--- src/pkg/cg_pkg.sv ---
package cg_pkg;

    // Bus and datapath widths
    localparam int ADDR_W = 8;
    localparam int DATA_W = 32;
    localparam int CNT_W  = 8;
    localparam int SEL_W  = 3;
    localparam int PRE_W  = 8;

    // Register byte offsets
    localparam logic [ADDR_W-1:0] TIMER_MODE_OFF   = 8'h00;
    localparam logic [ADDR_W-1:0] LOW_CMP_OFF      = 8'h04;
    localparam logic [ADDR_W-1:0] HIGH_CMP_OFF     = 8'h08;
    localparam logic [ADDR_W-1:0] CARRIER_CTRL_OFF = 8'h0C;
    localparam logic [ADDR_W-1:0] ENV_CTRL_OFF     = 8'h10;
    localparam logic [ADDR_W-1:0] ENV_CMP_OFF      = 8'h14;
    localparam logic [ADDR_W-1:0] STATUS_OFF       = 8'h18;

    // Field positions, timer_mode_control
    localparam int MODE_RUN_BIT = 7;
    localparam int MODE_SEL_LSB = 4;
    // Field positions, carrier_control
    localparam int CAR_RMC_BIT  = 2;
    localparam int CAR_GBUF_BIT = 1;
    localparam int CAR_GACT_BIT = 0;
    // Field positions, envelope_timer_control
    localparam int ENV_RUN_BIT  = 7;
    localparam int ENV_SEL_LSB  = 4;
    // Field positions, status word
    localparam int STAT_CNT_LSB   = 0;
    localparam int STAT_CAR_BIT   = 8;
    localparam int STAT_PHASE_BIT = 9;
    localparam int STAT_PEND_BIT  = 10;
    localparam int STAT_PIN_BIT   = 11;
    localparam int STAT_ENV_LSB   = 16;

    // Reset values
    localparam logic [CNT_W-1:0]  CMP_RST  = 8'h00;
    localparam logic [CNT_W-1:0]  CNT_RST  = 8'h00;
    localparam logic [SEL_W-1:0]  SEL_RST  = 3'h0;
    localparam logic [DATA_W-1:0] DATA_RST = 32'h0000_0000;

    // Count clocks a high-width write must age before it may be applied
    localparam logic [1:0] HIGH_XFER_CLKS = 2'h3;

    typedef enum logic {
        CG_LOW_PHASE,
        CG_HIGH_PHASE
    } cg_phase_e;

    // APB request from the master
    typedef struct packed {
        logic              psel;
        logic              penable;
        logic              pwrite;
        logic [ADDR_W-1:0] paddr;
        logic [DATA_W-1:0] pwdata;
    } cg_apb_req_s;

    // Whole state of the carrier timer
    typedef struct packed {
        logic              count_run;
        logic [SEL_W-1:0]  count_clock_select;
        logic [CNT_W-1:0]  low_width_compare;
        logic [CNT_W-1:0]  high_width_compare;
        logic [CNT_W-1:0]  high_pend_val;
        logic              high_pend;
        logic [1:0]        high_age;
        logic              remote_output_enable;
        logic              carrier_gate_buffer;
        logic              carrier_gate_active;
        logic              envelope_count_run;
        logic [SEL_W-1:0]  env_clock_select;
        logic [CNT_W-1:0]  envelope_compare;
        logic [CNT_W-1:0]  env_count;
        logic              env_pend;
        logic [CNT_W-1:0]  count;
        cg_phase_e         phase;
        logic              carrier;
        logic              pass_en;
        logic              pin;
        logic              match_irq;
        logic              synced_evt;
        logic              env_irq;
        logic [DATA_W-1:0] prdata;
    } cg_state_s;

endpackage

--- src/hw/cg_prescaler.sv ---
`timescale 1ns/1ps

// Count clock source: one tick every 2**sel system clocks
module cg_prescaler
    import cg_pkg::*;
(
    input  wire logic             clk,
    input  wire logic             reset,
    input  wire logic             run,
    input  wire logic [SEL_W-1:0] sel,
    output logic                  tick
);

    logic [PRE_W-1:0] div;
    logic [PRE_W-1:0] next_div;
    logic [PRE_W-1:0] mask;

    // Held at zero while stopped so the first tick is a full period away
    always_comb begin
        mask     = PRE_W'((1 << sel) - 1);
        tick     = run && ((div & mask) == mask);
        next_div = run ? PRE_W'(div + 1'b1) : '0;
    end

    // Free divider register
    always_ff @(posedge clk or posedge reset) begin
        if (reset) begin
            div <= '0;
        end else begin
            div <= next_div;
        end
    end

endmodule

--- src/hw/cg_carrier_timer.sv ---
// Added by the designer: the APB register port and the placing of the registers.
`timescale 1ns/1ps

// What this block does
// - Low carrier phase timed by low compare, high phase by high compare.
// - Pin: gate 0 low; enable 0 gate 1 high; both 1 gives carrier.
// - Gate is buffer bit (read/write) plus active bit (read only).
// - Envelope irq synced to timer clock, copies buffer gate into active.
// - Run bit starts counter; carrier stays default until first match.
// - Low compare first; match raises irq, inverts carrier, clears, swaps.
// - High match raises irq, inverts carrier, clears, swaps back; repeats.
// - Period N+M+2 count clocks, high width M+1 count clocks.
// - High compare write applied at next old match, after three clocks.
// - Active gate 1 passes carrier from next carrier rising edge.
// - Active gate 0 during carrier high keeps pin high to phase end.
// - Envelope run bit starts the envelope counter pacing gate transfers.
// - Clearing run bit stops the carrier counter.
// - Stopping returns timer irq and output pin to default level.
// - High compare delay counted in selected count clock.
module cg_carrier_timer
    import cg_pkg::*;
(
    input  wire logic              clk,
    input  wire logic              reset,
    input  wire cg_apb_req_s       apb_req,
    output logic [DATA_W-1:0]      prdata,
    output logic                   pready,
    output logic                   pslverr,
    output logic                   timer_output_pin,
    output logic                   timer_match_irq,
    output logic                   synced_envelope_event,
    output logic                   envelope_counter_irq
);

    cg_state_s        s;
    cg_state_s        next_s;
    logic             timer_tick;
    logic             env_tick;
    logic             setup_phase;
    logic             access_phase;
    logic [CNT_W-1:0] active_cmp;
    logic [1:0]       aged;

    // Known register word at this byte address
    function automatic logic addr_ok(input logic [ADDR_W-1:0] a);
        case (a)
            TIMER_MODE_OFF,
            LOW_CMP_OFF,
            HIGH_CMP_OFF,
            CARRIER_CTRL_OFF,
            ENV_CTRL_OFF,
            ENV_CMP_OFF,
            STATUS_OFF: addr_ok = 1'b1;
            default:    addr_ok = 1'b0;
        endcase
    endfunction

    // Read word for one register; unused bits read as zero
    function automatic logic [DATA_W-1:0] read_word(
        input logic [ADDR_W-1:0] a,
        input cg_state_s         st
    );
        logic [DATA_W-1:0] w;
        w = DATA_RST;
        case (a)
            TIMER_MODE_OFF: begin
                w[MODE_RUN_BIT]                   = st.count_run;
                w[MODE_SEL_LSB +: SEL_W]          = st.count_clock_select;
            end
            LOW_CMP_OFF: begin
                w[CNT_W-1:0] = st.low_width_compare;
            end
            HIGH_CMP_OFF: begin
                // Software sees the value it wrote, even before transfer
                w[CNT_W-1:0] = st.high_pend ? st.high_pend_val
                                            : st.high_width_compare;
            end
            CARRIER_CTRL_OFF: begin
                w[CAR_RMC_BIT]  = st.remote_output_enable;
                w[CAR_GBUF_BIT] = st.carrier_gate_buffer;
                w[CAR_GACT_BIT] = st.carrier_gate_active;
            end
            ENV_CTRL_OFF: begin
                w[ENV_RUN_BIT]          = st.envelope_count_run;
                w[ENV_SEL_LSB +: SEL_W] = st.env_clock_select;
            end
            ENV_CMP_OFF: begin
                w[CNT_W-1:0] = st.envelope_compare;
            end
            STATUS_OFF: begin
                w[STAT_CNT_LSB +: CNT_W] = st.count;
                w[STAT_CAR_BIT]          = st.carrier;
                w[STAT_PHASE_BIT]        = (st.phase == CG_HIGH_PHASE);
                w[STAT_PEND_BIT]         = st.high_pend;
                w[STAT_PIN_BIT]          = st.pin;
                w[STAT_ENV_LSB +: CNT_W] = st.env_count;
            end
            default: begin
                w = DATA_RST;
            end
        endcase
        read_word = w;
    endfunction

    // Count clock for the carrier timer
    cg_prescaler u_timer_pre (
        .clk   (clk),
        .reset (reset),
        .run   (s.count_run),
        .sel   (s.count_clock_select),
        .tick  (timer_tick)
    );

    // Count clock for the envelope counter
    cg_prescaler u_env_pre (
        .clk   (clk),
        .reset (reset),
        .run   (s.envelope_count_run),
        .sel   (s.env_clock_select),
        .tick  (env_tick)
    );

    // Bus phase decode
    assign setup_phase  = apb_req.psel && !apb_req.penable;
    assign access_phase = apb_req.psel && apb_req.penable;

    // Zero wait states; unknown addresses answer with an error
    assign pready  = 1'b1;
    assign pslverr = access_phase && !addr_ok(apb_req.paddr);

    // Compare register currently matched against the counter
    assign active_cmp = (s.phase == CG_LOW_PHASE) ? s.low_width_compare
                                                  : s.high_width_compare;

    // Age of a pending high-width write after this count clock
    assign aged = (s.high_age == HIGH_XFER_CLKS) ? s.high_age
                                                 : 2'(s.high_age + 2'h1);

    // Next state of the whole block
    always_comb begin
        next_s            = s;
        next_s.match_irq  = 1'b0;
        next_s.synced_evt = 1'b0;
        next_s.env_irq    = 1'b0;

        // Read data captured in setup, presented during access
        if (setup_phase && !apb_req.pwrite) begin
            next_s.prdata = read_word(apb_req.paddr, s);
        end

        if (!s.count_run) begin
            // Stopped: everything facing the pin back to default
            next_s.count     = CNT_RST;
            next_s.phase     = CG_LOW_PHASE;
            next_s.carrier   = 1'b0;
            next_s.pass_en   = 1'b0;
            next_s.pin       = 1'b0;
            next_s.high_pend = 1'b0;
            next_s.high_age  = 2'h0;
            next_s.env_pend  = 1'b0;
        end else begin
            if (timer_tick) begin
                // Envelope event resampled onto the count clock
                if (s.env_pend) begin
                    next_s.synced_evt          = 1'b1;
                    next_s.carrier_gate_active = s.carrier_gate_buffer;
                    next_s.env_pend            = 1'b0;
                end
                if (s.high_pend) begin
                    next_s.high_age = aged;
                end
                if (s.count == active_cmp) begin
                    // Match: both phases end the same way
                    next_s.count     = CNT_RST;
                    next_s.match_irq = 1'b1;
                    next_s.carrier   = !s.carrier;
                    if (s.phase == CG_LOW_PHASE) begin
                        next_s.phase = CG_HIGH_PHASE;
                    end else begin
                        next_s.phase = CG_LOW_PHASE;
                        // New width only after the old one has ended
                        if (s.high_pend && aged == HIGH_XFER_CLKS) begin
                            next_s.high_width_compare = s.high_pend_val;
                            next_s.high_pend          = 1'b0;
                        end
                    end
                end else begin
                    // Inclusive count gives N+1 and M+1 clocks per phase
                    next_s.count = CNT_W'(s.count + 1'b1);
                end
            end

            // Gate opens on a rising carrier edge, closes only when low
            if (next_s.carrier_gate_active && next_s.carrier
                && !s.carrier) begin
                next_s.pass_en = 1'b1;
            end else if (!next_s.carrier_gate_active && !next_s.carrier) begin
                next_s.pass_en = 1'b0;
            end

            // Output selection
            if (s.remote_output_enable) begin
                next_s.pin = next_s.pass_en && next_s.carrier;
            end else begin
                next_s.pin = next_s.carrier_gate_active;
            end
        end

        // Envelope counter paces the gate transfers
        if (!s.envelope_count_run) begin
            next_s.env_count = CNT_RST;
        end else if (env_tick) begin
            if (s.env_count == s.envelope_compare) begin
                next_s.env_count = CNT_RST;
                next_s.env_irq   = 1'b1;
            end else begin
                next_s.env_count = CNT_W'(s.env_count + 1'b1);
            end
        end

        // A new envelope event wins over its own consumption
        if (s.env_irq && s.count_run) begin
            next_s.env_pend = 1'b1;
        end

        // Register writes take effect in the access phase
        if (access_phase && apb_req.pwrite) begin
            case (apb_req.paddr)
                TIMER_MODE_OFF: begin
                    next_s.count_run =
                        apb_req.pwdata[MODE_RUN_BIT];
                    next_s.count_clock_select =
                        apb_req.pwdata[MODE_SEL_LSB +: SEL_W];
                end
                LOW_CMP_OFF: begin
                    // Rewriting while running is left to software
                    next_s.low_width_compare =
                        apb_req.pwdata[CNT_W-1:0];
                end
                HIGH_CMP_OFF: begin
                    if (s.count_run) begin
                        // Latched; a later write restarts the aging
                        next_s.high_pend_val =
                            apb_req.pwdata[CNT_W-1:0];
                        next_s.high_pend     = 1'b1;
                        next_s.high_age      = 2'h0;
                    end else begin
                        next_s.high_width_compare =
                            apb_req.pwdata[CNT_W-1:0];
                    end
                end
                CARRIER_CTRL_OFF: begin
                    next_s.remote_output_enable =
                        apb_req.pwdata[CAR_RMC_BIT];
                    next_s.carrier_gate_buffer =
                        apb_req.pwdata[CAR_GBUF_BIT];
                end
                ENV_CTRL_OFF: begin
                    next_s.envelope_count_run =
                        apb_req.pwdata[ENV_RUN_BIT];
                    next_s.env_clock_select =
                        apb_req.pwdata[ENV_SEL_LSB +: SEL_W];
                end
                ENV_CMP_OFF: begin
                    next_s.envelope_compare =
                        apb_req.pwdata[CNT_W-1:0];
                end
                default: begin
                    // Status and unknown words ignore writes
                    next_s.envelope_compare = next_s.envelope_compare;
                end
            endcase
        end
    end

    // State register
    always_ff @(posedge clk or posedge reset) begin
        if (reset) begin
            s.count_run            <= 1'b0;
            s.count_clock_select   <= SEL_RST;
            s.low_width_compare    <= CMP_RST;
            s.high_width_compare   <= CMP_RST;
            s.high_pend_val        <= CMP_RST;
            s.high_pend            <= 1'b0;
            s.high_age             <= 2'h0;
            s.remote_output_enable <= 1'b0;
            s.carrier_gate_buffer  <= 1'b0;
            s.carrier_gate_active  <= 1'b0;
            s.envelope_count_run   <= 1'b0;
            s.env_clock_select     <= SEL_RST;
            s.envelope_compare     <= CMP_RST;
            s.env_count            <= CNT_RST;
            s.env_pend             <= 1'b0;
            s.count                <= CNT_RST;
            s.phase                <= CG_LOW_PHASE;
            s.carrier              <= 1'b0;
            s.pass_en              <= 1'b0;
            s.pin                  <= 1'b0;
            s.match_irq            <= 1'b0;
            s.synced_evt           <= 1'b0;
            s.env_irq              <= 1'b0;
            s.prdata               <= DATA_RST;
        end else begin
            s <= next_s;
        end
    end

    // Outputs straight from the state register
    assign prdata                = s.prdata;
    assign timer_output_pin      = s.pin;
    assign timer_match_irq       = s.match_irq;
    assign synced_envelope_event = s.synced_evt;
    assign envelope_counter_irq  = s.env_irq;

endmodule

--- config.mk ---
export PLATFORM = sky130hd
export DESIGN_NAME = cg_carrier_timer
export DESIGN_NICKNAME = d
export VERILOG_FILES = /design/src/pkg/cg_pkg.sv /design/src/hw/cg_prescaler.sv /design/src/hw/cg_carrier_timer.sv
export SDC_FILE = /design/constraint.sdc
export NUM_CORES = 1
export LEC_CHECK = 0
export BUFFER_PORTS_ARGS = -buffer_cell sky130_fd_sc_hd__buf_2
export CAP_MARGIN = 20
export CORE_MARGIN = 2
export CORE_UTILIZATION = 45
export CTS_CLUSTER_SIZE = 30
export DETAILED_ROUTE_END_ITERATION = 10
export GPL_TIMING_DRIVEN = 1
export PLACE_DENSITY = 0.74
export SYNTH_ARGS = -nofsm -noshare
export SYNTH_HDL_FRONTEND = slang
export SYNTH_SLANG_ARGS = --single-unit
export TNS_END_PERCENT = 30
--- constraint.sdc ---
create_clock -name clk -period 3.53 [get_ports clk]
set_input_delay 0.353 -clock clk [delete_from_list [all_inputs] [get_ports clk]]
set_output_delay 0.353 -clock clk [all_outputs]
set_load 0.05 [all_outputs]
==> impl_metrics.py <==
metrics = {
    "place": {
        "place_inst": 684,
        "io_buffers": 45,
        "hpwlAfterDp_mm": 8.76,
        "gp_congestion": 0.858,
        "pre_cts_slack_ns": 0.997,
    },
    "run": {
        "maxCapViolCount": 0,
    },
    "die": {
        "die_area_sq_um": 13200,
        "core_area_sq_um": 12000,
        "fp.dieH_microns": 115,
        "io_pins": 83,
        "rows": 40,
        "initial_core_util_pct": 46.1,
        "dieWidth_microns": 115,
    },
    "yosys": {
        "synth_area_leader_cell": "dfrtp_1",
        "avgSynthCellArea_sq_um": 10.4,
        "ys_top_cells_by_area": "dfrtp_1 47%, mux2_2 6.9%, mux2i_1 5.6%",
        "yosysTopAreaCellShare_pct": 47.0,
        "ys_warn_count": 0,
        "synth-main-ff-cell": "dfrtp_1",
        "syn_area_sq_um": 5530,
        "seq_area_frac_synth_pct": 47.0,
        "ys_async_sr_fraction_pct": 100,
        "synth.distinct_cells": 57,
        "yosys_register_bits": 104,
        "syn_inst": 532,
        "synth_edf_count": 0,
    },
    "clock_network": {
        "cts_setup_buffers": 0,
        "numClockSinks": 104,
        "worst_skew_pair.late_latency_ns": 0.35,
        "cts_max_path_buffers": 2,
        "h-tree-depth": 3,
        "cts_inserted_buffers": 9,
        "cts_hold_buf": 0,
        "cts_tree": "built",
        "root_buffer": "clkbuf_16",
        "clk_pin_slew_worst_paths_ns": 0.07,
        "ctsResizeCount": 0,
    },
    "timing": {
        "finalSetupViolCount": 0,
        "min_period_over_period_pct": 72.5,
        "worstMarginPinSlew_ns": 0.825,
        "setup_tns_ns": 0,
        "fin_skew_ns": 0.0117,
        "slew_viol_final": 0,
        "hold_viol": 0,
        "slew_headroom_pct": 44.5,
        "fmax_mhz": 391,
        "min_period_ns": 2.56,
        "finalWorstSetupSlack_ns": 0.970,
        "rsz0062_at_grt": "no",
    },
    "pwr": {
        "pwr-share-clk_pct": 31.5,
        "p_int_mw": 2.28,
        "vdd_drop_max_v": 0.000246,
        "power_density_nw_per_um2": 558,
        "p_total_mw": 3.35,
        "cellLeakagePower_nw": 2.95,
        "p_comb_share_pct": 21.8,
        "p_sw_mw": 1.07,
        "switching_share_pct": 31.9,
        "power_frac_seq_pct": 46.7,
    },
    "grt": {
        "grt_usage_pct": 19.3,
        "grt_overflow": 0,
        "grt_pass1_wl_mm": 20.0,
        "grt_pass1_vias": 3838,
        "antenna_found_initial": 0,
        "grt_max_degree": 85,
    },
    "critical_path": {
        "path_class": "register to register",
        "crit_required_ns": 3.76,
        "rr_endpoint": "s[43]",
        "arrival_ns": 2.79,
        "critPathCaptureType": "register",
        "r2r_start": "s[38]",
        "rr_worst_depth": 6,
        "cp-endpoint": "s[43]",
        "r2r_slack_ns": 0.97,
        "crit_start": "s[38]",
        "cp_max_fo": 12,
        "start_kind": "register",
    },
    "finish": {
        "finalNetCount": 598,
        "stdcell_count": 699,
        "drive_gt1_share_pct": 21.2,
        "n_fill_cell": 1063,
        "multi_input_area_sq_um": 2600,
        "area_delta_synth_final_pct": 8.46,
        "final_util_pct": 49.9,
        "n_antenna_cell": 0,
        "regArea_sq_um": 2600,
    },
    "detailed_routing": {
        "post_drt_via_cell_ratio": 5.66,
        "post_drt_wl_per_cell_microns": 17.5,
        "wl_mm": 12.3,
        "final_antenna_net_count": 0,
        "firstDrtPassIters": 4,
        "drc": 0,
        "vias": 3957,
        "drt_iter0_drc": 289,
    },
    "min_path": {
        "hold_path_class": "primary input to async pin",
    },
    "status": {
        "status": "finished, final reports clean",
    },
}
==> area by class of cell <==
class | instances | share of cell area (%)
flip-flops and latches | 104 | 43.4
multi-input cells | 376 | 43.3
repair buffers | 49 | 4.46
clock buffers | 11 | 4.05
well taps | 147 | 3.07
clock inverters | 3 | 1.13
inverters | 9 | 0.605
==> metrics by stage <==
stage | hold slack, ns | cell area, sq um
floorplan | 0.440 | 5570
global placement | 0.446 | 5670
detailed placement | 0.450 | 5670
CTS | 0.281 | 5980
global route | 0.0985 | 6000
finish | 0.0520 | 6000
==> state kept, by name, indices dropped and copies added (netlist names) <==
signal,count
prdata,20
synced_envelope_event,1
u_timer_pre.div,7
s,66
envelope_counter_irq,1
timer_output_pin,1
u_env_pre.div,7
timer_match_irq,1
==> synth_stat cells, drive strengths merged, types with 3 or more instances <==
cell / number
dfrtp: 104
a21oi: 15
o21ai: 18
nor3: 3
nor2b: 4
a22oi: 8
nand2: 57
nand3: 34
and2: 6
a21boi: 4
mux2i: 31
and3: 8
nor2: 38
nand4: 3
nor4: 7
or3: 3
xor2: 15
inv: 9
a22o: 9
nand2b: 5
xnor2: 13
a21o: 6
and4: 3
a31oi: 10
ha: 4
mux2: 34
a221oi: 7
clkbuf: 12
buf: 42
==> cells in the final DEF, fill, tap and decap left out, drive strengths merged, types with 9 or more instances in the layout <==
master and n:
nand2 57, o21ai 18, a21oi 15, a22o 9
mux2 34, xnor2 13, a31oi 10, xor2 15
nand3 34, nor2 38, dfrtp 104, conb 13
clkbuf 11, buf 49, inv 9, mux2i 31
==> routing by layer <==
layer | wire [microns] | GRT usage (%) | vias to the layer above
met3 | 545 | 3.06 | 18
met5 | 0 | 0 | -
met1 | 5390 | 25.3 | 1952
li1 | - | - | 1866
met4 | 295 | 9.00 | 0
met2 | 6030 | 31.6 | 121
==> power by group through the flow <==
stage / combinational [mW] / clock, mW / sequential (mW)
floorplan: 0.700 / 0 / 1.46
global placement: 0.702 / 0 / 1.57
detailed placement: 0.728 / 0 / 1.58
CTS: 0.732 / 1.07 / 1.56
global route: 0.805 / 1.10 / 1.58
finish: 0.730 / 1.05 / 1.56
==> cells by family (layout without fill, tap and decap cells) <==
family	Yosys count	after routing	share of synthesized area (%)
mux	65	65	12.5
xor+xnor	28	28	4.43
fa+ha+maj	4	4	0.905
flops	104	104	47.0
simple gates	182	182	17.7
buf+inv	63	72	6.92
compound gates	84	84	10.3
other cells	2	13	0.136
==> how the worst min path moves through the flow <==
| stage | startpoint | end | cells past startpoint |
|---|---|---|---|
| detailed placement | prdata[20] | prdata[20] | 2 |
| floorplan | prdata[10] | prdata[10] | 2 |
| finish | reset | s[93] | 2 |
| global route | reset | prdata[8] | 2 |
| CTS | apb_req[3] | s[85] | 3 |
| global placement | prdata[16] | prdata[16] | 2 |
==> worst max-delay path: stages (launching register included) <==
cell and delay (ns):
dfrtp_1 0.76, mux2i_1 0.31, xnor2_1 0.13, nor4_4 0.43
a21oi_1 0.34, a21o_1 0.25, a22o_1 0.22
Note: power is estimated with default switching activity, not from simulation.
